`config.mk`:
```
export PLATFORM = sky130hd
export DESIGN_NAME = ucpc_top
export DESIGN_NICKNAME = d
export VERILOG_FILES = /design/src/rtl/ucpc_pkg.sv /design/src/rtl/ucpc_serial.sv /design/src/rtl/ucpc_top.sv
export SDC_FILE = /design/constraint.sdc
export NUM_CORES = 1
export LEC_CHECK = 0
export BUFFER_PORTS_ARGS = -buffer_cell sky130_fd_sc_hd__buf_2
export CAP_MARGIN = 20
export CORE_AREA = 2 2 146 148
export DETAILED_ROUTE_END_ITERATION = 6
export DIE_AREA = 0 0 148 150
export PLACE_DENSITY_LB_ADDON = 0.15
export RECOVER_POWER = 25
export SYNTH_ARGS = -nofsm -noshare
export SYNTH_HDL_FRONTEND = slang
export SYNTH_SLANG_ARGS = --single-unit
```
`constraint.sdc`:
```
create_clock -name mclk_in -period 7.95 [get_ports mclk_in]
set_clock_uncertainty 0.2 [all_clocks]
set_input_delay 1.1925 -clock mclk_in [delete_from_list [all_inputs] [get_ports mclk_in]]
set_output_delay 1.1925 -clock mclk_in [all_outputs]
set_load 0.03 [all_outputs]
```
`src/rtl/ucpc_pkg.sv`:
```
// constants and register layout for the dual serial channel pin control block
// Behaviour
// - With the interrupt-output mode bit set, the channel interrupt pin is driven and the paired output port pin is driven low.
// - With that bit clear, its reset default, the interrupt pin floats and the output port pin is driven high.
// - Each channel has an active-low transmitter ready output that shows whether its transmit holding register is free.
// - Each channel has an active-low receiver ready output that shows whether its receive holding register holds data.
// - With infrared select clear, signalling is standard and the transmit line is high during reset and while idle.
// - With infrared select set, transmit and receive pass through the infrared encoder and decoder and the transmit line idles low.
// - Request-to-send is an active-low output, used either for flow control or as a software-driven output.
// - A trigger-control bit selects half-duplex direction control, where request-to-send marks the transmitter as active.
// - Clear-to-send is an active-low input, read by software or, when an enhanced-feature bit is set, gating transmission.
// - Data-terminal-ready is an active-low software-controlled output.
// - Data-set-ready, carrier-detect and ring-indicator are active-low inputs read by software that do not affect transfers.
package ucpc_pkg;
  // byte offsets inside one channel window
  localparam logic [4:0] OFS_DATA = 5'h00;
  localparam logic [4:0] OFS_MCTL = 5'h04;
  localparam logic [4:0] OFS_FEAT = 5'h08;
  localparam logic [4:0] OFS_TRIG = 5'h0c;
  localparam logic [4:0] OFS_MASK = 5'h10;
  localparam logic [4:0] OFS_STAT = 5'h14;
  localparam logic [4:0] OFS_MSR = 5'h18;
  localparam int ADDR_W = 7;
  localparam int CHAN_BIT = 6; // address bit that picks the channel
  localparam logic [1:0] UNUSED_ZERO = 2'h0;
  // modem control fields
  localparam int MCTL_DTR = 0;
  localparam int MCTL_RTS = 1;
  localparam int MCTL_IRQ_OUT = 3;
  localparam int MCTL_IR_SEL = 6;
  // enhanced feature and trigger control fields
  localparam int FEAT_AUTO_RTS = 6;
  localparam int FEAT_AUTO_CTS = 7;
  localparam int TRIG_RX_INV = 2;
  localparam int TRIG_RS485 = 3;
  // status bits: rx data, tx empty, modem input change
  localparam int ST_RX = 0;
  localparam int ST_TX = 1;
  localparam int ST_MODEM = 2;
  localparam int ST_W = 3;
  localparam logic [7:0] REG_RESET = 8'h00;
  // bit timing at 200 MHz clock
  localparam int CLK_MHZ = 200;
  localparam int BIT_NS = 80;
  localparam int BIT_CYCLES = (BIT_NS * CLK_MHZ) / 1000;
  localparam logic [7:0] BIT_LAST = 8'(BIT_CYCLES - 1);
  localparam logic [7:0] BIT_HALF = 8'(BIT_CYCLES / 2);
  localparam logic [7:0] IR_PULSE = 8'((BIT_CYCLES * 3) / 16);
  localparam logic [3:0] FRAME_BITS = 4'ha;
  localparam logic [2:0] DATA_LAST = 3'h7;
endpackage

```
`src/rtl/ucpc_serial.sv`:
```
// one channel serial engine: shifter, receiver and infrared coding
`timescale 1ns/1ps
`default_nettype none
module ucpc_serial
  import ucpc_pkg::*;
(
  input wire logic mclk_in,
  input wire logic rst_n_in,
  input wire logic ir_mode_in,
  input wire logic rx_invert_in,
  input wire logic tx_allow_in,
  input wire logic tx_full_in,
  input wire logic [7:0] tx_data_in,
  output logic tx_take_out,
  output logic tx_busy_out,
  output logic serial_out,
  input wire logic serial_in,
  output logic rx_valid_out,
  output logic [7:0] rx_data_out
);
  typedef enum logic [1:0] {R_IDLE, R_START, R_DATA, R_STOP} ucpc_rx_e;
  logic [9:0] tx_shift;
  logic [3:0] tx_bits;
  logic [7:0] tx_tick;
  logic [7:0] ir_hold;
  logic [7:0] rx_tick;
  logic [2:0] rx_bits;
  logic [7:0] rx_shift;
  ucpc_rx_e rx_state;
  wire tx_end_bit = (tx_tick == BIT_LAST);
  wire tx_level = tx_busy_out ? tx_shift[0] : 1'b1;
  // encoder pulses only for zero bits, so idle and ones stay low
  wire ir_tx = tx_busy_out & ~tx_shift[0] & (tx_tick < IR_PULSE);
  wire ir_pulse = serial_in ^ rx_invert_in;
  wire ir_decoded = ~(ir_pulse | (ir_hold != 8'h00));
  wire rx_line = ir_mode_in ? ir_decoded : serial_in;
  wire rx_end_bit = (rx_tick == BIT_LAST);

  // load the shifter only when idle and the flow gate allows
  assign tx_busy_out = (tx_bits != 4'h0);
  assign tx_take_out = tx_full_in & tx_allow_in & ~tx_busy_out;

  // transmit shifter, lsb first with start and stop
  always_ff @(posedge mclk_in or negedge rst_n_in) begin
    if (!rst_n_in) begin
      tx_shift <= 10'h3ff;
      tx_bits <= 4'h0;
      tx_tick <= 8'h00;
    end else if (tx_take_out) begin
      tx_shift <= {1'b1, tx_data_in, 1'b0};
      tx_bits <= FRAME_BITS;
      tx_tick <= 8'h00;
    end else if (tx_busy_out) begin
      tx_tick <= tx_end_bit ? 8'h00 : tx_tick + 8'h01;
      if (tx_end_bit) begin
        tx_shift <= {1'b1, tx_shift[9:1]};
        tx_bits <= tx_bits - 4'h1;
      end
    end
  end

  // line driver, registered to avoid glitches on the pin
  always_ff @(posedge mclk_in or negedge rst_n_in) begin
    if (!rst_n_in) begin
      serial_out <= 1'b1;
    end else begin
      serial_out <= ir_mode_in ? ir_tx : tx_level;
    end
  end

  always_ff @(posedge mclk_in or negedge rst_n_in) begin
    if (!rst_n_in) begin
      ir_hold <= 8'h00;
    end else if (ir_mode_in & ir_pulse) begin
      ir_hold <= BIT_LAST;
    end else if (ir_hold != 8'h00) begin
      ir_hold <= ir_hold - 8'h01;
    end
  end

  // receiver: mid-bit sampling, relies on the line idling high
  always_ff @(posedge mclk_in or negedge rst_n_in) begin
    if (!rst_n_in) begin
      rx_state <= R_IDLE;
      rx_tick <= 8'h00;
      rx_bits <= 3'h0;
      rx_shift <= 8'h00;
      rx_valid_out <= 1'b0;
      rx_data_out <= 8'h00;
    end else begin
      rx_valid_out <= 1'b0;
      rx_tick <= rx_tick + 8'h01;
      case (rx_state)
        R_IDLE: begin
          rx_tick <= 8'h00;
          // a low level marks a start bit
          if (!rx_line) begin
            rx_state <= R_START;
          end
        end
        R_START: begin
          if (rx_tick == BIT_HALF) begin
            rx_tick <= 8'h00;
            rx_bits <= 3'h0;
            rx_state <= rx_line ? R_IDLE : R_DATA;
          end
        end
        R_DATA: begin
          if (rx_end_bit) begin
            rx_tick <= 8'h00;
            rx_shift <= {rx_line, rx_shift[7:1]};
            rx_bits <= rx_bits + 3'h1;
            if (rx_bits == DATA_LAST) begin
              rx_state <= R_STOP;
            end
          end
        end
        R_STOP: begin
          if (rx_end_bit) begin
            rx_state <= R_IDLE;
            // framing errors are dropped silently
            if (rx_line) begin
              rx_valid_out <= 1'b1;
              rx_data_out <= rx_shift;
            end
          end
        end
        default: rx_state <= R_IDLE;
      endcase
    end
  end
endmodule
`default_nettype wire

```
`src/rtl/ucpc_top.sv`:
```
// two serial channels with pin control, modem lines and a register slave
`timescale 1ns/1ps
`default_nettype none
module ucpc_top
  import ucpc_pkg::*;
(
  input wire logic mclk_in,
  input wire logic reset_n_in,
  input wire logic [ADDR_W-1:0] avs_address_in,
  input wire logic avs_read_in,
  input wire logic avs_write_in,
  input wire logic [31:0] avs_writedata_in,
  input wire logic [3:0] avs_byteenable_in,
  output logic [31:0] avs_readdata_out,
  output logic avs_waitrequest_out,
  output logic irq_out,
  output logic chan_a_irq_out,
  output logic chan_a_irq_oe_out,
  output logic chan_a_output_port_two_n_out,
  output logic chan_b_irq_out,
  output logic chan_b_irq_oe_out,
  output logic chan_b_output_port_two_n_out,
  output logic chan_a_tx_ready_n_out,
  output logic chan_a_rx_ready_n_out,
  output logic chan_b_tx_ready_n_out,
  output logic chan_b_rx_ready_n_out,
  output logic chan_a_serial_out,
  input wire logic chan_a_serial_in,
  output logic chan_b_serial_out,
  input wire logic chan_b_serial_in,
  output logic chan_a_request_to_send_n_out,
  input wire logic chan_a_clear_to_send_n_in,
  output logic chan_a_terminal_ready_n_out,
  input wire logic chan_a_set_ready_n_in,
  input wire logic chan_a_carrier_detect_n_in,
  input wire logic chan_a_ring_indicator_n_in,
  output logic chan_b_request_to_send_n_out,
  input wire logic chan_b_clear_to_send_n_in,
  output logic chan_b_terminal_ready_n_out,
  input wire logic chan_b_set_ready_n_in,
  input wire logic chan_b_carrier_detect_n_in,
  input wire logic chan_b_ring_indicator_n_in
);
  // reset release through two flops
  logic rst_meta;
  logic rst_n;
  always_ff @(posedge mclk_in or negedge reset_n_in) begin
    if (!reset_n_in) begin
      rst_meta <= 1'b0;
      rst_n <= 1'b0;
    end else begin
      rst_meta <= 1'b1;
      rst_n <= rst_meta;
    end
  end

  // per-channel state, index 0 is channel a
  logic [7:0] modem_control_reg [2];
  logic [7:0] enhanced_feature_reg [2];
  logic [7:0] trigger_control_reg [2];
  logic [ST_W-1:0] interrupt_enable_reg [2];
  logic [ST_W-1:0] int_status [2];
  logic [7:0] transmit_holding_reg [2];
  logic [7:0] receive_holding_reg [2];
  logic tx_full [2];
  logic rx_full [2];
  logic [3:0] modem_prev [2];
  logic ack;

  // pin bundles gathered into arrays
  wire [3:0] modem_in [2];
  wire serial_in [2];
  wire cts_n [2];
  wire tx_take [2];
  wire tx_busy [2];
  wire serial_line [2];
  wire rx_valid [2];
  wire [7:0] rx_data [2];
  wire [1:0] chan_irq;
  wire [1:0] rts_n;
  // active-high view: ri, cd, dsr, cts
  assign modem_in[0] = ~{chan_a_ring_indicator_n_in, chan_a_carrier_detect_n_in,
                         chan_a_set_ready_n_in, chan_a_clear_to_send_n_in};
  assign modem_in[1] = ~{chan_b_ring_indicator_n_in, chan_b_carrier_detect_n_in,
                         chan_b_set_ready_n_in, chan_b_clear_to_send_n_in};
  assign serial_in[0] = chan_a_serial_in;
  assign serial_in[1] = chan_b_serial_in;
  assign cts_n[0] = chan_a_clear_to_send_n_in;
  assign cts_n[1] = chan_b_clear_to_send_n_in;

  // bus decode: one wait cycle, then the answer
  wire req = avs_read_in | avs_write_in;
  wire chan_sel = avs_address_in[CHAN_BIT];
  wire [4:0] ofs = avs_address_in[4:0];
  wire in_window = (avs_address_in[5] == 1'b0);
  wire wr_go = avs_write_in & ack & in_window & avs_byteenable_in[0];
  wire rd_go = avs_read_in & ack & in_window;
  wire [7:0] wbyte = avs_writedata_in[7:0];
  assign avs_waitrequest_out = req & ~ack;

  // does this access hit a given channel and offset
  function automatic logic hit(input logic go, input logic sel, input int ch,
                               input logic [4:0] o, input logic [4:0] want);
    hit = go & (sel == ch[0]) & (o == want);
  endfunction

  // read mux for one channel
  function automatic logic [7:0] chan_read(input int ch, input logic [4:0] o);
    chan_read = 8'h00;
    if (o == OFS_DATA) begin
      chan_read = receive_holding_reg[ch];
    end else if (o == OFS_MCTL) begin
      chan_read = modem_control_reg[ch];
    end else if (o == OFS_FEAT) begin
      chan_read = enhanced_feature_reg[ch];
    end else if (o == OFS_TRIG) begin
      chan_read = trigger_control_reg[ch];
    end else if (o == OFS_MASK) begin
      chan_read = {5'h00, interrupt_enable_reg[ch]};
    end else if (o == OFS_STAT) begin
      chan_read = {5'h00, int_status[ch]};
    end else if (o == OFS_MSR) begin
      chan_read = {UNUSED_ZERO, tx_busy[ch], tx_full[ch], modem_in[ch]};
    end
  endfunction

  wire [7:0] rd_byte = in_window ? chan_read(int'(chan_sel), ofs) : 8'h00;

  // read data captured in the wait cycle, stable at the answer edge
  always_ff @(posedge mclk_in or negedge rst_n) begin
    if (!rst_n) begin
      ack <= 1'b0;
      avs_readdata_out <= 32'h0;
    end else begin
      ack <= req & ~ack;
      if (avs_read_in & ~ack) begin
        avs_readdata_out <= {24'h0, rd_byte};
      end
    end
  end

  genvar ch;
  generate
    for (ch = 0; ch < 2; ch++) begin : g_chan
      wire [7:0] mctl = modem_control_reg[ch];
      wire [7:0] feat = enhanced_feature_reg[ch];
      wire [7:0] trig = trigger_control_reg[ch];
      wire wr_data = hit(wr_go, chan_sel, ch, ofs, OFS_DATA);
      wire rd_data = hit(rd_go, chan_sel, ch, ofs, OFS_DATA);
      wire rd_stat = hit(rd_go, chan_sel, ch, ofs, OFS_STAT);
      wire modem_change = (modem_in[ch] != modem_prev[ch]);
      wire [ST_W-1:0] ev = {modem_change, tx_take[ch], rx_valid[ch]};
      // auto gate holds transmission while clear-to-send is off
      wire tx_allow = ~feat[FEAT_AUTO_CTS] | ~cts_n[ch];

      // control registers written by software, independent per channel
      always_ff @(posedge mclk_in or negedge rst_n) begin
        if (!rst_n) begin
          modem_control_reg[ch] <= REG_RESET;
          enhanced_feature_reg[ch] <= REG_RESET;
          trigger_control_reg[ch] <= REG_RESET;
          interrupt_enable_reg[ch] <= ST_W'(REG_RESET);
        end else begin
          if (hit(wr_go, chan_sel, ch, ofs, OFS_MCTL)) begin
            modem_control_reg[ch] <= wbyte;
          end
          if (hit(wr_go, chan_sel, ch, ofs, OFS_FEAT)) begin
            enhanced_feature_reg[ch] <= wbyte;
          end
          if (hit(wr_go, chan_sel, ch, ofs, OFS_TRIG)) begin
            trigger_control_reg[ch] <= wbyte;
          end
          if (hit(wr_go, chan_sel, ch, ofs, OFS_MASK)) begin
            interrupt_enable_reg[ch] <= wbyte[ST_W-1:0];
          end
        end
      end

      // holding registers; a write while full is dropped
      always_ff @(posedge mclk_in or negedge rst_n) begin
        if (!rst_n) begin
          transmit_holding_reg[ch] <= REG_RESET;
          receive_holding_reg[ch] <= REG_RESET;
          tx_full[ch] <= 1'b0;
          rx_full[ch] <= 1'b0;
        end else begin
          if (wr_data & ~tx_full[ch]) begin
            transmit_holding_reg[ch] <= wbyte;
            tx_full[ch] <= 1'b1;
          end else if (tx_take[ch]) begin
            tx_full[ch] <= 1'b0;
          end
          // new byte wins over a read in the same cycle; overrun overwrites
          if (rx_valid[ch]) begin
            receive_holding_reg[ch] <= rx_data[ch];
            rx_full[ch] <= 1'b1;
          end else if (rd_data) begin
            rx_full[ch] <= 1'b0;
          end
        end
      end

      // sticky status, read clears, set wins over the clear
      always_ff @(posedge mclk_in or negedge rst_n) begin
        if (!rst_n) begin
          int_status[ch] <= ST_W'(REG_RESET);
          modem_prev[ch] <= 4'h0;
        end else begin
          modem_prev[ch] <= modem_in[ch];
          int_status[ch] <= (rd_stat ? ST_W'(REG_RESET) : int_status[ch]) | ev;
        end
      end

      assign chan_irq[ch] = |(int_status[ch] & interrupt_enable_reg[ch]);

      // request-to-send source selection
      // half-duplex: asserted while a byte waits or is sent
      // auto mode also needs the software bit set
      assign rts_n[ch] = trig[TRIG_RS485] ? ~(tx_busy[ch] | tx_full[ch]) :
                         feat[FEAT_AUTO_RTS] ? ~(mctl[MCTL_RTS] & ~rx_full[ch]) :
                         ~mctl[MCTL_RTS];

      ucpc_serial u_serial (
        .mclk_in(mclk_in),
        .rst_n_in(rst_n),
        .ir_mode_in(mctl[MCTL_IR_SEL]),
        .rx_invert_in(trig[TRIG_RX_INV]),
        .tx_allow_in(tx_allow),
        .tx_full_in(tx_full[ch]),
        .tx_data_in(transmit_holding_reg[ch]),
        .tx_take_out(tx_take[ch]),
        .tx_busy_out(tx_busy[ch]),
        .serial_out(serial_line[ch]),
        .serial_in(serial_in[ch]),
        .rx_valid_out(rx_valid[ch]),
        .rx_data_out(rx_data[ch])
      );
    end
  endgenerate

  // system interrupt: any unmasked bit of either channel
  assign irq_out = |chan_irq;

  // mode bit drives pin or floats it, port pin opposite
  assign chan_a_irq_out = chan_irq[0];
  assign chan_a_irq_oe_out = modem_control_reg[0][MCTL_IRQ_OUT];
  assign chan_a_output_port_two_n_out = ~modem_control_reg[0][MCTL_IRQ_OUT];
  assign chan_b_irq_out = chan_irq[1];
  assign chan_b_irq_oe_out = modem_control_reg[1][MCTL_IRQ_OUT];
  assign chan_b_output_port_two_n_out = ~modem_control_reg[1][MCTL_IRQ_OUT];

  // ready pins low when space or data is there
  assign chan_a_tx_ready_n_out = tx_full[0];
  assign chan_a_rx_ready_n_out = ~rx_full[0];
  assign chan_b_tx_ready_n_out = tx_full[1];
  assign chan_b_rx_ready_n_out = ~rx_full[1];

  // serial and modem output pins
  assign chan_a_serial_out = serial_line[0];
  assign chan_b_serial_out = serial_line[1];
  assign chan_a_request_to_send_n_out = rts_n[0];
  assign chan_b_request_to_send_n_out = rts_n[1];
  assign chan_a_terminal_ready_n_out = ~modem_control_reg[0][MCTL_DTR];
  assign chan_b_terminal_ready_n_out = ~modem_control_reg[1][MCTL_DTR];
endmodule
`default_nettype wire

```
---- Word-level counts from Yosys, hierarchy flattened ----
Cells that the tools add are included.
storage, ports and cells
  flip-flop bits (word level) ............. 237
  input port bits ......................... 57
  output and inout bits ................... 50
  word-level logic and storage cells ...... 314
cells by class
  $add $sub $neg .......................... 10
  order comparisons ....................... 3
  equal/unequal tests ..................... 32
  muxes and demuxes ....................... 109
  bitwise gates (word level) .............. 82
  reduce and logical (&&, ||, !) cells .... 32
operator list
  cell                                                                                  count
  8-bit two-way mux                                                                     31
  10-bit two-way mux                                                                    6
  8-bit by 4-bit equality test with 1-bit output, second input constant                 6
  8-bit case mux with 3 select lines                                                    2
  1-bit AND                                                                             39
  3-bit two-way mux                                                                     12
  4-bit two-way mux                                                                     9
  8-bit by 1-bit adder with 8-bit output, second input constant                         4
  32-bit by 2-bit greater-or-equal comparator with 1-bit output, second input constant  1
  1-bit inverter with 32-bit output                                                     1
  1-bit two-way mux                                                                     30
  1-bit inverter                                                                        27
  2-bit two-way mux                                                                     12
  2-bit nonzero test                                                                    12
  6-bit two-way mux                                                                     3
  8-bit by 2-bit less-than comparator with 1-bit output, second input constant          2
  2-bit by 1-bit inequality test with 1-bit output, second input constant               8
  2-bit case mux with 4 select lines                                                    2
  8-bit nonzero test                                                                    2
  8-bit by 1-bit subtractor with 8-bit output, second input constant                    2
  5-bit equality test, second input constant                                            3
  3-bit case mux with 2 select lines                                                    2
  3-bit AND reduction                                                                   4
  5-bit by 4-bit equality test with 1-bit output, second input constant                 2
  other kinds (20)                                                                      46

---- Logic depth before layout (Yosys ltp) ----
Gate-level depths: netlist (run 1).
  word-level depth ........................ 12
  mapped depth ............................ 8
  mapped depth without buffers ............ 6

---- By module ----
A second synthesis (run 1) with hierarchy kept.
unflattened totals
  cell total of the unflattened synthesis .. 960
  area total of the unflattened synthesis .. 11263.3 µm²
by module, submodules not included
  module                             instances  cells each  area each (µm²)  seq. area each (µm²)
  ucpc_top                           1          426         5477.8           2877.8
  ucpc_serial at g_chan[0].u_serial  1          279         2924.1           1514.0
  ucpc_serial at g_chan[1].u_serial  1          255         2861.5           1514.0

---- Least setup slack after synthesis (run 1) ----
Ideal clock, no wire load.
  path type ............................... input -> register
  start point ............................. in avs_address_in[1]
  end point ............................... reg transmit_holding_reg[10] (netlist bit)
  library setup time ...................... 125 ps
  arrival time ............................ 2908 ps
  required time ........................... 7625 ps
  path slack .............................. 4717 ps
  stages .................................. 6
  cell sequence ........................... or4_1 > buf_6 > or2_4 > or3_1 > buf_6 > mux2_4
between the ends
  word-level cells in the longest chain between the ends .. 3
RTL lines
  what                           line             source
  start, declared                ucpc_top.sv:9    input wire logic [ADDR_W-1:0] avs_address_in,
  5-bit logical NOT              ucpc_top.sv:104  hit = go & (sel == ch[0]) & (o == want);
  1-bit AND                      ucpc_top.sv:104
  1-bit AND                      ucpc_top.sv:187  if (wr_data & ~tx_full[ch]) begin
  end signal, assigned by index  ucpc_top.sv:188  transmit_holding_reg[ch] <= wbyte;
  end, declared                  ucpc_top.sv:63   logic [7:0] transmit_holding_reg [2];
Every way passes these cells.
A chain may end at the register's enable or synchronous reset.

---- Worst setup path in the final report (run 1) ----
  start point ............................. reg g_chan[0].u_serial.tx_bits[0]
  end point ............................... out chan_a_request_to_send_n_out
between the ends
  word-level cells in the longest chain between the ends .. 4
RTL lines
  what                    line               source
  start, declared         ucpc_serial.sv:23  logic [3:0] tx_bits;
  start signal, assigned  ucpc_serial.sv:57  tx_bits <= tx_bits - 4'h1;
  4-bit nonzero test      ucpc_serial.sv:40  assign tx_busy_out = (tx_bits != 4'h0);
  1-bit bitwise OR        ucpc_top.sv:219    assign rts_n[ch] = trig[TRIG_RS485] ? ~(tx_busy[ch] | tx_full[ch]) :
  1-bit inverter          ucpc_top.sv:219
  1-bit two-way mux       ucpc_top.sv:219
  end, declared           ucpc_top.sv:31     output logic chan_a_request_to_send_n_out,
Every way passes these cells.

==> insert_results.sql, run 1 <==
INSERT INTO impl_metrics (metric_group, metric, value, unit) VALUES
('cells_and_area', 'max_reg_flops', '18', ''),
('power_and_ir_drop', 'power.leakage', '5.942', 'nW'),
('timing', 'timing.setup.tns', '0', 'ns'),
('grt', 'grt_pass1_wl', '37.87', 'mm'),
('critical_path', 'timing.critical_path.slowest_stage_cell', 'sky130_fd_sc_hd__or3b_2', ''),
('power_and_ir_drop', 'powerDensity', '247.8', 'nW/um2'),
('place', 'place.port_buffers', '55', ''),
('cells_and_area', 'largest_register', 'g_chan.u_serial.tx_shift', ''),
('synthesis', 'synth_warnings', '0', ''),
('cells_and_area', 'layout-drive-gt1-share', '26.05', '%'),
('run', 'max_cap_violations', '0', ''),
('timing', 'final-hold-violation-count', '0', ''),
('routing', 'viasPerCell', '5.577', ''),
('routing', 'drt_pre_antenna_iters', '5', ''),
('timing', 'clock.fmax', '0.2632', 'GHz'),
('cells_and_area', 'area_growth', '11.42', '%'),
('critical_path', 'crit_path_max_incr_delay', '0.59', 'ns'),
('place', 'gp_congestion', '0.8514', ''),
('synthesis', 'synth_edf_count', '0', ''),
('place', 'detailedPlacementHpwl', '15.44', 'mm'),
('routing', 'detailroute.via_count', '7228', ''),
('cts', 'clk_root_buffer_cell', 'sky130_fd_sc_hd__clkbuf_16', ''),
('synthesis', 'synthCells', '952', ''),
('cells_and_area', 'fillers', '1745', ''),
('critical_path', 'cp_max_fo', '9', ''),
('grt', 'grt_start_max_net_pins', '202', ''),
('routing', 'finalWirelength', '22.90', 'mm'),
('floorplanning', 'io_pins', '107', ''),
('critical_path', 'cp.required', '6.56', 'ns'),
('cts', 'ctsLongestPathBuffers', '3', ''),
('run_status', 'outcome', 'completed', ''),
('cts', 'worstSkewPairLatency', '0.52', 'ns'),
('cells_and_area', 'final_net_count', '1075', ''),
('timing', 'max_slew.worst_pin.slew', '1.368', 'ns'),
('cts', 'cts_hold_buf', '0', ''),
('timing', 'fin_hold_ws', '0.1517', 'ns'),
('critical_path', 'critical_path.startpoint_type', 'flip-flop', ''),
('timing', 'final_max_slew_viol_count', '0', ''),
('synthesis', 'netlist_area', '11190', 'um2'),
('timing', 'final_period_minus_worst_setup_slack', '3.799', 'ns'),
('critical_path', 'worst_path_class_setup', 'flip-flop to output port', ''),
('cts', 'cts.repair_timing.setup_buffer_count', '0', ''),
('cts', 'tritoncts.num_buffers', '26', ''),
('floorplanning', 'die-area', '22200', 'um2'),
('timing', 'rsz0062_at_grt', 'no', ''),
('power_and_ir_drop', 'power.ir.vdd_worst', '154.0', 'uV'),
('timing', 'relSlewSlack', '8.786', '%'),
('cells_and_area', 'final_core_utilization', '60.26', '%'),
('synthesis', 'syn-mean-instance-area', '11.75', 'um2'),
('critical_path', 'cp_cell_sequence', 'inv_1 -> ha_1 -> or3b_2 -> nor2_1 -> a21o_1 -> buf_2', ''),
('floorplanning', 'die_width', '148', 'um'),
('grt', 'grt-ovfl-total', '0', ''),
('cts', 'htree_num_levels', '1', ''),
('synthesis', 'postSynth.topFlopCell', 'sky130_fd_sc_hd__dfrtp_1', ''),
('routing', 'routed_wire_length_per_instance', '17.67', 'um'),
('grt', 'grt_antenna_before_repair', '0', ''),
('routing', 'postRouteAntennaNets', '0', ''),
('grt', 'first_global_vias', '7101', ''),
('synthesis', 'part_of_the_yosys_area_used_for_sequential_elements', '52.78', '%'),
('routing', 'drt_first_iter_violations', '497', ''),
('synthesis', 'yosys_register_bits', '235', ''),
('critical_path', 'cp_data_arrival_time', '2.41', 'ns'),
('cts', 'clkSlewWorstSetupHoldPaths', '0.06', 'ns'),
('timing', 'period_share', '47.79', '%'),
('critical_path', 'critical_path.endpoint_type', 'output port', ''),
('timing', 'setup_viol_count_final', '0', ''),
('place', 'dp_cells', '1246', ''),
('routing', 'detail_route.drc_violations', '0', ''),
('cts', 'cts_num_sinks', '235', ''),
('cells_and_area', 'layout_commonest_cell', 'sky130_fd_sc_hd__dfrtp_1', ''),
('floorplanning', 'coreArea', '20690', 'um2'),
('grt', 'grt_use_total', '21.37', '%'),
('cells_and_area', 'antennaDiodeCount', '0', ''),
('floorplanning', 'die_y', '150', 'um'),
('cts', 'cts_tree', 'done', ''),
('synthesis', 'synth.distinct_cells', '66', ''),
('cells_and_area', 'fin_cells', '1296', ''),
('floorplanning', 'start_util', '54.08', '%'),
('min_path', 'hold_path_class', 'flip-flop to flip-flop', ''),
('cells_and_area', 'final_cell_mix', 'sky130_fd_sc_hd__dfrtp_1, sky130_fd_sc_hd__mux2_2, sky130_fd_sc_hd__o21ai_0', ''),
('synthesis', 'asyncSetResetFlopFracSynth', '100.0', '%'),
('cts', 'ctsResizeCount', '0', ''),
('floorplanning', 'placementRows', '53', '');
-- metal layers --
| metal | track usage (%) | share of wire (%) |
|---|---|---|
| met1 | 30.66 | 46 |
| met2 | 33.94 | 46 |
| met3 | 3.537 | 4.8 |
| met4 | 6.000 | 2.7 |
| met5 | 0 | 0 |
-- worst max-delay path: cells and delay by family (launching register included) --
| family | cells | cell delay [ns] |
|---|---|---|
| AO/OA/AOI/OAI | 1 | 0.20 |
| buffers and inverters | 2 | 0.28 |
| flip-flops | 1 | 0.41 |
| AND/OR/NAND/NOR | 2 | 0.82 |
| adder cells (fa/ha/maj) | 1 | 0.17 |
-- per-stage QoR --
stage | setup slack, ns | power, mW | area, um2
2_1_floorplan | 0.7511 | 1.798 | 11280
3_3_place_gp | 4.272 | 1.887 | 11600
3_5_place_dp | 4.267 | 1.903 | 11600
4_1_cts | 4.164 | 3.129 | 12470
5_1_grt | 4.068 | 3.263 | 12470
6_report | 4.151 | 3.090 | 12470
-- kinds of logic after synthesis --
logic type | Yosys count | share of synthesized area [%]
simple gates | 224 | 10.47
xor+xnor | 36 | 2.818
compound gates | 159 | 9.147
other cells | 2 | 0.06712
buf+inv | 106 | 4.573
fa+ha+maj | 17 | 1.901
mux | 173 | 18.25
flops | 235 | 52.78
-- power breakdown --
part | leakage (nW) | internal (mW) | total [mW] | switching, mW
combinational | 2.49 | 0.191 | 0.438 | 0.248
clock | 0.432 | 0.736 | 1.21 | 0.477
sequential | 3.02 | 1.31 | 1.44 | 0.125
-- synthesized netlist by cell type (all sizes together), types with 11 or more instances --
library cell / instances / area [um2]
a21oi: 26 / 130.1
a22o: 11 / 96.34
buf: 38 / 256.5
clkbuf: 28 / 105.1
dfrtp: 215 / 5380
dfstp: 20 / 525.5
ha: 17 / 212.7
inv: 40 / 150.1
mux2: 124 / 1426
mux2i: 39 / 390.4
nand2: 52 / 195.2
nand3: 15 / 75.07
nor2: 57 / 214.0
nor3: 20 / 111.4
o21ai: 65 / 325.3
xnor2: 26 / 227.7
-- final timing paths --
| check | start | to | slack [ns] | depth (start not counted) |
|---|---|---|---|---|
| min reg2reg | rst_meta | rst_n | 0.15 | 0 |
| max | g_chan[0].u_serial.tx_bits[0] | chan_a_request_to_send_n_out | 4.15 | 6 |
| min in group asynchronous | reset_n_in | rst_n | 0.24 | 1 |
| max reg2reg | g_chan[0].mctl[6] | g_chan[0].u_serial.rx_data_out[0] | 5.19 | 4 |
| min | rst_meta | rst_n | 0.15 | 0 |
| max in group asynchronous | rst_n | g_chan[0].u_serial.tx_tick[1] | 5.48 | 1 |
-- layout make-up --
type / count / area, um2 / share of cell area (%)
Sequential cell: 235 / 5906 / 47.37
Clock buffer: 35 / 725.7 / 5.821
Multi-Input combinational cell: 634 / 4858 / 38.97
Inverter: 40 / 150.1 / 1.204
Clock inverter: 13 / 142.6 / 1.144
Timing Repair Buffer: 64 / 340.3 / 2.730
Tap cell: 275 / 344.1 / 2.760
Note: power is estimated with default switching activity, not from simulation.
==> run 2: changes to the inputs <==
Clock period 7.95 ns to 3.8 ns, I/O delays scaled along.
==> run 2 against run 1 <==
Against the previous run:
- combinational power increased by 110%
- count of clock-buffer cells in the layout decreased by 5
- core utilization grew 0.36 points
- global-route usage is 0.29 points higher
- sequential power up 110%
- first-iteration DRC count fell by 19%
- largest cell class unchanged
- cell area is 0.59% higher
- worst setup slack worse by 3.5 ns
- largest power group unchanged
- clock power is 110% higher
==> insert_results.sql, run 2 (synthesized netlist as in run 1, its figures left out) <==
INSERT INTO impl_metrics (metric_group, metric, value, unit) VALUES
('run_status', 'outcome', 'completed', ''),
('critical_path', 'critical_path.startpoint_type', 'flip-flop', ''),
('floorplanning', 'die_y', '150', 'um'),
('grt', 'grt_use_total', '21.66', '%'),
('critical_path', 'cp_max_fo', '9', ''),
('critical_path', 'crit_start', 'g_chan[0].u_serial.tx_bits[0]', ''),
('floorplanning', 'die-area', '22200', 'um2'),
('timing', 'final_period_minus_worst_setup_slack', '3.131', 'ns'),
('min_path', 'hold_start', 'chan_b_carrier_detect_n_in', ''),
('grt', 'grt_antenna_before_repair', '1', ''),
('cells_and_area', 'final_cell_mix', 'sky130_fd_sc_hd__dfrtp_1, sky130_fd_sc_hd__mux2_2, sky130_fd_sc_hd__o21ai_0', ''),
('timing', 'period_share', '82.38', '%'),
('cts', 'cts_tree', 'done', ''),
('floorplanning', 'start_util', '54.08', '%'),
('power_and_ir_drop', 'powerDensity', '517.7', 'nW/um2'),
('critical_path', 'cp_data_arrival_time', '2.36', 'ns'),
('cts', 'cts.repair_timing.setup_buffer_count', '0', ''),
('floorplanning', 'io_pins', '107', ''),
('place', 'dp_cells', '1259', ''),
('routing', 'viasPerCell', '5.598', ''),
('min_path', 'whs_path_depth', '2', ''),
('critical_path', 'cp_cell_sequence', 'inv_1 -> ha_1 -> or3b_2 -> nor2_1 -> a21o_1 -> buf_2', ''),
('timing', 'rsz0062_at_grt', 'no', ''),
('routing', 'routed_wire_length_per_instance', '17.98', 'um'),
('routing', 'drt_first_iter_violations', '403', ''),
('cells_and_area', 'final_net_count', '1086', ''),
('min_path', 'hold_path_class', 'input pin to flip-flop', ''),
('routing', 'drt_pre_antenna_iters', '5', ''),
('min_path', 'min_to', 'modem_prev[2]', ''),
('routing', 'finalWirelength', '23.48', 'mm'),
('timing', 'relSlewSlack', '3.076', '%'),
('cts', 'clkSlewWorstSetupHoldPaths', '0.06', 'ns'),
('routing', 'postRouteAntennaNets', '0', ''),
('grt', 'grt_pass1_wl', '38.34', 'mm'),
('power_and_ir_drop', 'power.ir.vdd_worst', '350.0', 'uV'),
('floorplanning', 'coreArea', '20690', 'um2'),
('cts', 'tritoncts.num_buffers', '25', ''),
('grt', 'first_global_vias', '7266', ''),
('place', 'detailedPlacementHpwl', '16.15', 'mm'),
('critical_path', 'reg2regPathDepth', '4', ''),
('critical_path', 'cp.required', '3.03', 'ns'),
('timing', 'timing.setup.tns', '0', 'ns'),
('cts', 'ctsLongestPathBuffers', '3', ''),
('cells_and_area', 'final_core_utilization', '60.61', '%'),
('grt', 'grt_start_max_net_pins', '74', ''),
('critical_path', 'critical_path.endpoint_type', 'output port', ''),
('critical_path', 'critical_path.reg2reg.endpoint', 'g_chan[1].u_serial.rx_shift[1]', ''),
('grt', 'grt-ovfl-total', '0', ''),
('power_and_ir_drop', 'power.leakage', '5.986', 'nW'),
('cells_and_area', 'fin_cells', '1306', ''),
('critical_path', 'crit_path_max_incr_delay', '0.58', 'ns'),
('place', 'gp_congestion', '0.8500', ''),
('cells_and_area', 'layout-drive-gt1-share', '26.99', '%'),
('floorplanning', 'placementRows', '53', ''),
('timing', 'max_slew.worst_pin.slew', '1.454', 'ns'),
('critical_path', 'reg2reg_slack', '1.09', 'ns'),
('timing', 'final-hold-violation-count', '0', ''),
('run', 'max_cap_violations', '0', ''),
('routing', 'detailroute.via_count', '7311', ''),
('cts', 'clk_root_buffer_cell', 'sky130_fd_sc_hd__clkbuf_16', ''),
('cts', 'worstSkewPairLatency', '0.52', 'ns'),
('cts', 'htree_num_levels', '1', ''),
('timing', 'clock.fmax', '0.3194', 'GHz'),
('floorplanning', 'die_width', '148', 'um'),
('cells_and_area', 'area_growth', '12.08', '%'),
('critical_path', 'critical_path_buf_inv_count', '2', ''),
('timing', 'final_max_slew_viol_count', '0', ''),
('routing', 'detail_route.drc_violations', '0', ''),
('cells_and_area', 'max_reg_flops', '18', ''),
('critical_path', 'worst_path_class_setup', 'flip-flop to output port', ''),
('cells_and_area', 'layout_commonest_cell', 'sky130_fd_sc_hd__dfrtp_1', ''),
('timing', 'setup_viol_count_final', '0', ''),
('critical_path', 'r2r-start', 'g_chan[1].u_serial.rx_tick[6]', ''),
('cts', 'cts_num_sinks', '235', ''),
('place', 'place.port_buffers', '55', ''),
('critical_path', 'timing.critical_path.slowest_stage_cell', 'sky130_fd_sc_hd__or3b_2', ''),
('critical_path', 'critical_path.top_delay_family', 'simple AND/OR/NAND/NOR gates', ''),
('cts', 'ctsResizeCount', '0', ''),
('cells_and_area', 'largest_register', 'g_chan.u_serial.tx_shift', '');
## run 2: changes by cell type in the layout (fill, tap and decap cells not counted), moves of 2 or more
cell and change:
sky130_fd_sc_hd__and2_1 +2, sky130_fd_sc_hd__clkbuf_1 -3, sky130_fd_sc_hd__clkinv_2 -2, sky130_fd_sc_hd__buf_4 +9
sky130_fd_sc_hd__and2_0 -2, sky130_fd_sc_hd__clkinvlp_4 +2, sky130_fd_sc_hd__bufinv_16 +2, sky130_fd_sc_hd__clkbuf_16 -2
sky130_fd_sc_hd__buf_2 +3
## run 2: metal layers
| metal | GRT usage (%) | routed length [um] | vias up |
|---|---|---|---|
| met5 | 0 | 0 | - |
| met1 | 30.50 | 10870 | 3665 |
| met4 | 5.810 | 592 | 0 |
| li1 | - | - | 3461 |
| met2 | 35.60 | 11080 | 143 |
| met3 | 3.049 | 934 | 42 |
## run 2: worst reg2reg max path, cell delays in order, from the launching register on
cell and delay (ns):
sky130_fd_sc_hd__dfrtp_1 0.40, sky130_fd_sc_hd__or4_1 0.66, sky130_fd_sc_hd__nor4_2 0.73, sky130_fd_sc_hd__buf_4 0.27, sky130_fd_sc_hd__mux2_2 0.33
## run 2: timing repair
item	in CTS	in global routing
endpoints found under the hold margin	2	0
endpoints found under the setup margin	0	0
hold buffers	1	0
## run 2: layout make-up
class / count / area (um2)
Inverter: 40 / 150.1
Tap cell: 275 / 344.1
Clock inverter: 15 / 207.7
Antenna cell: 1 / 2.502
Sequential cell: 235 / 5909
Fill cell: 1714 / 8149
Timing Repair Buffer: 76 / 414.1
Multi-Input combinational cell: 634 / 4858
Clock buffer: 30 / 654.4
## run 2: through the flow
stage / hold WS [ns] / worst slack (ns) / instance area (um2) / total power [mW]
after floorplan: 0.07441 / 1.190 / 11280 / 3.761
after global placement: 0.1317 / 0.7571 / 11700 / 3.951
after detailed placement: 0.1358 / 0.7354 / 11700 / 3.987
after CTS: 0.04088 / 0.6718 / 12570 / 6.562
after global routing: 0.06750 / 0.5703 / 12540 / 6.828
final: 0.07497 / 0.6695 / 12540 / 6.492
## run 2: worst max path at each step
stage,to,slack (ns),depth (start not counted)
after floorplan,transmit_holding_reg[10],1.19,6
after global placement,transmit_holding_reg[15],0.76,5
after detailed placement,transmit_holding_reg[13],0.74,5
after CTS,chan_a_request_to_send_n_out,0.67,6
after global routing,chan_a_request_to_send_n_out,0.57,6
final,chan_a_request_to_send_n_out,0.67,6
## run 2: report_power, final
part | total [mW] | leakage, nW | switching, mW | internal, mW
registers | 3.02 | 3.02 | 0.274 | 2.75
logic | 0.917 | 2.55 | 0.516 | 0.401
clock network | 2.55 | 0.418 | 0.986 | 1.57
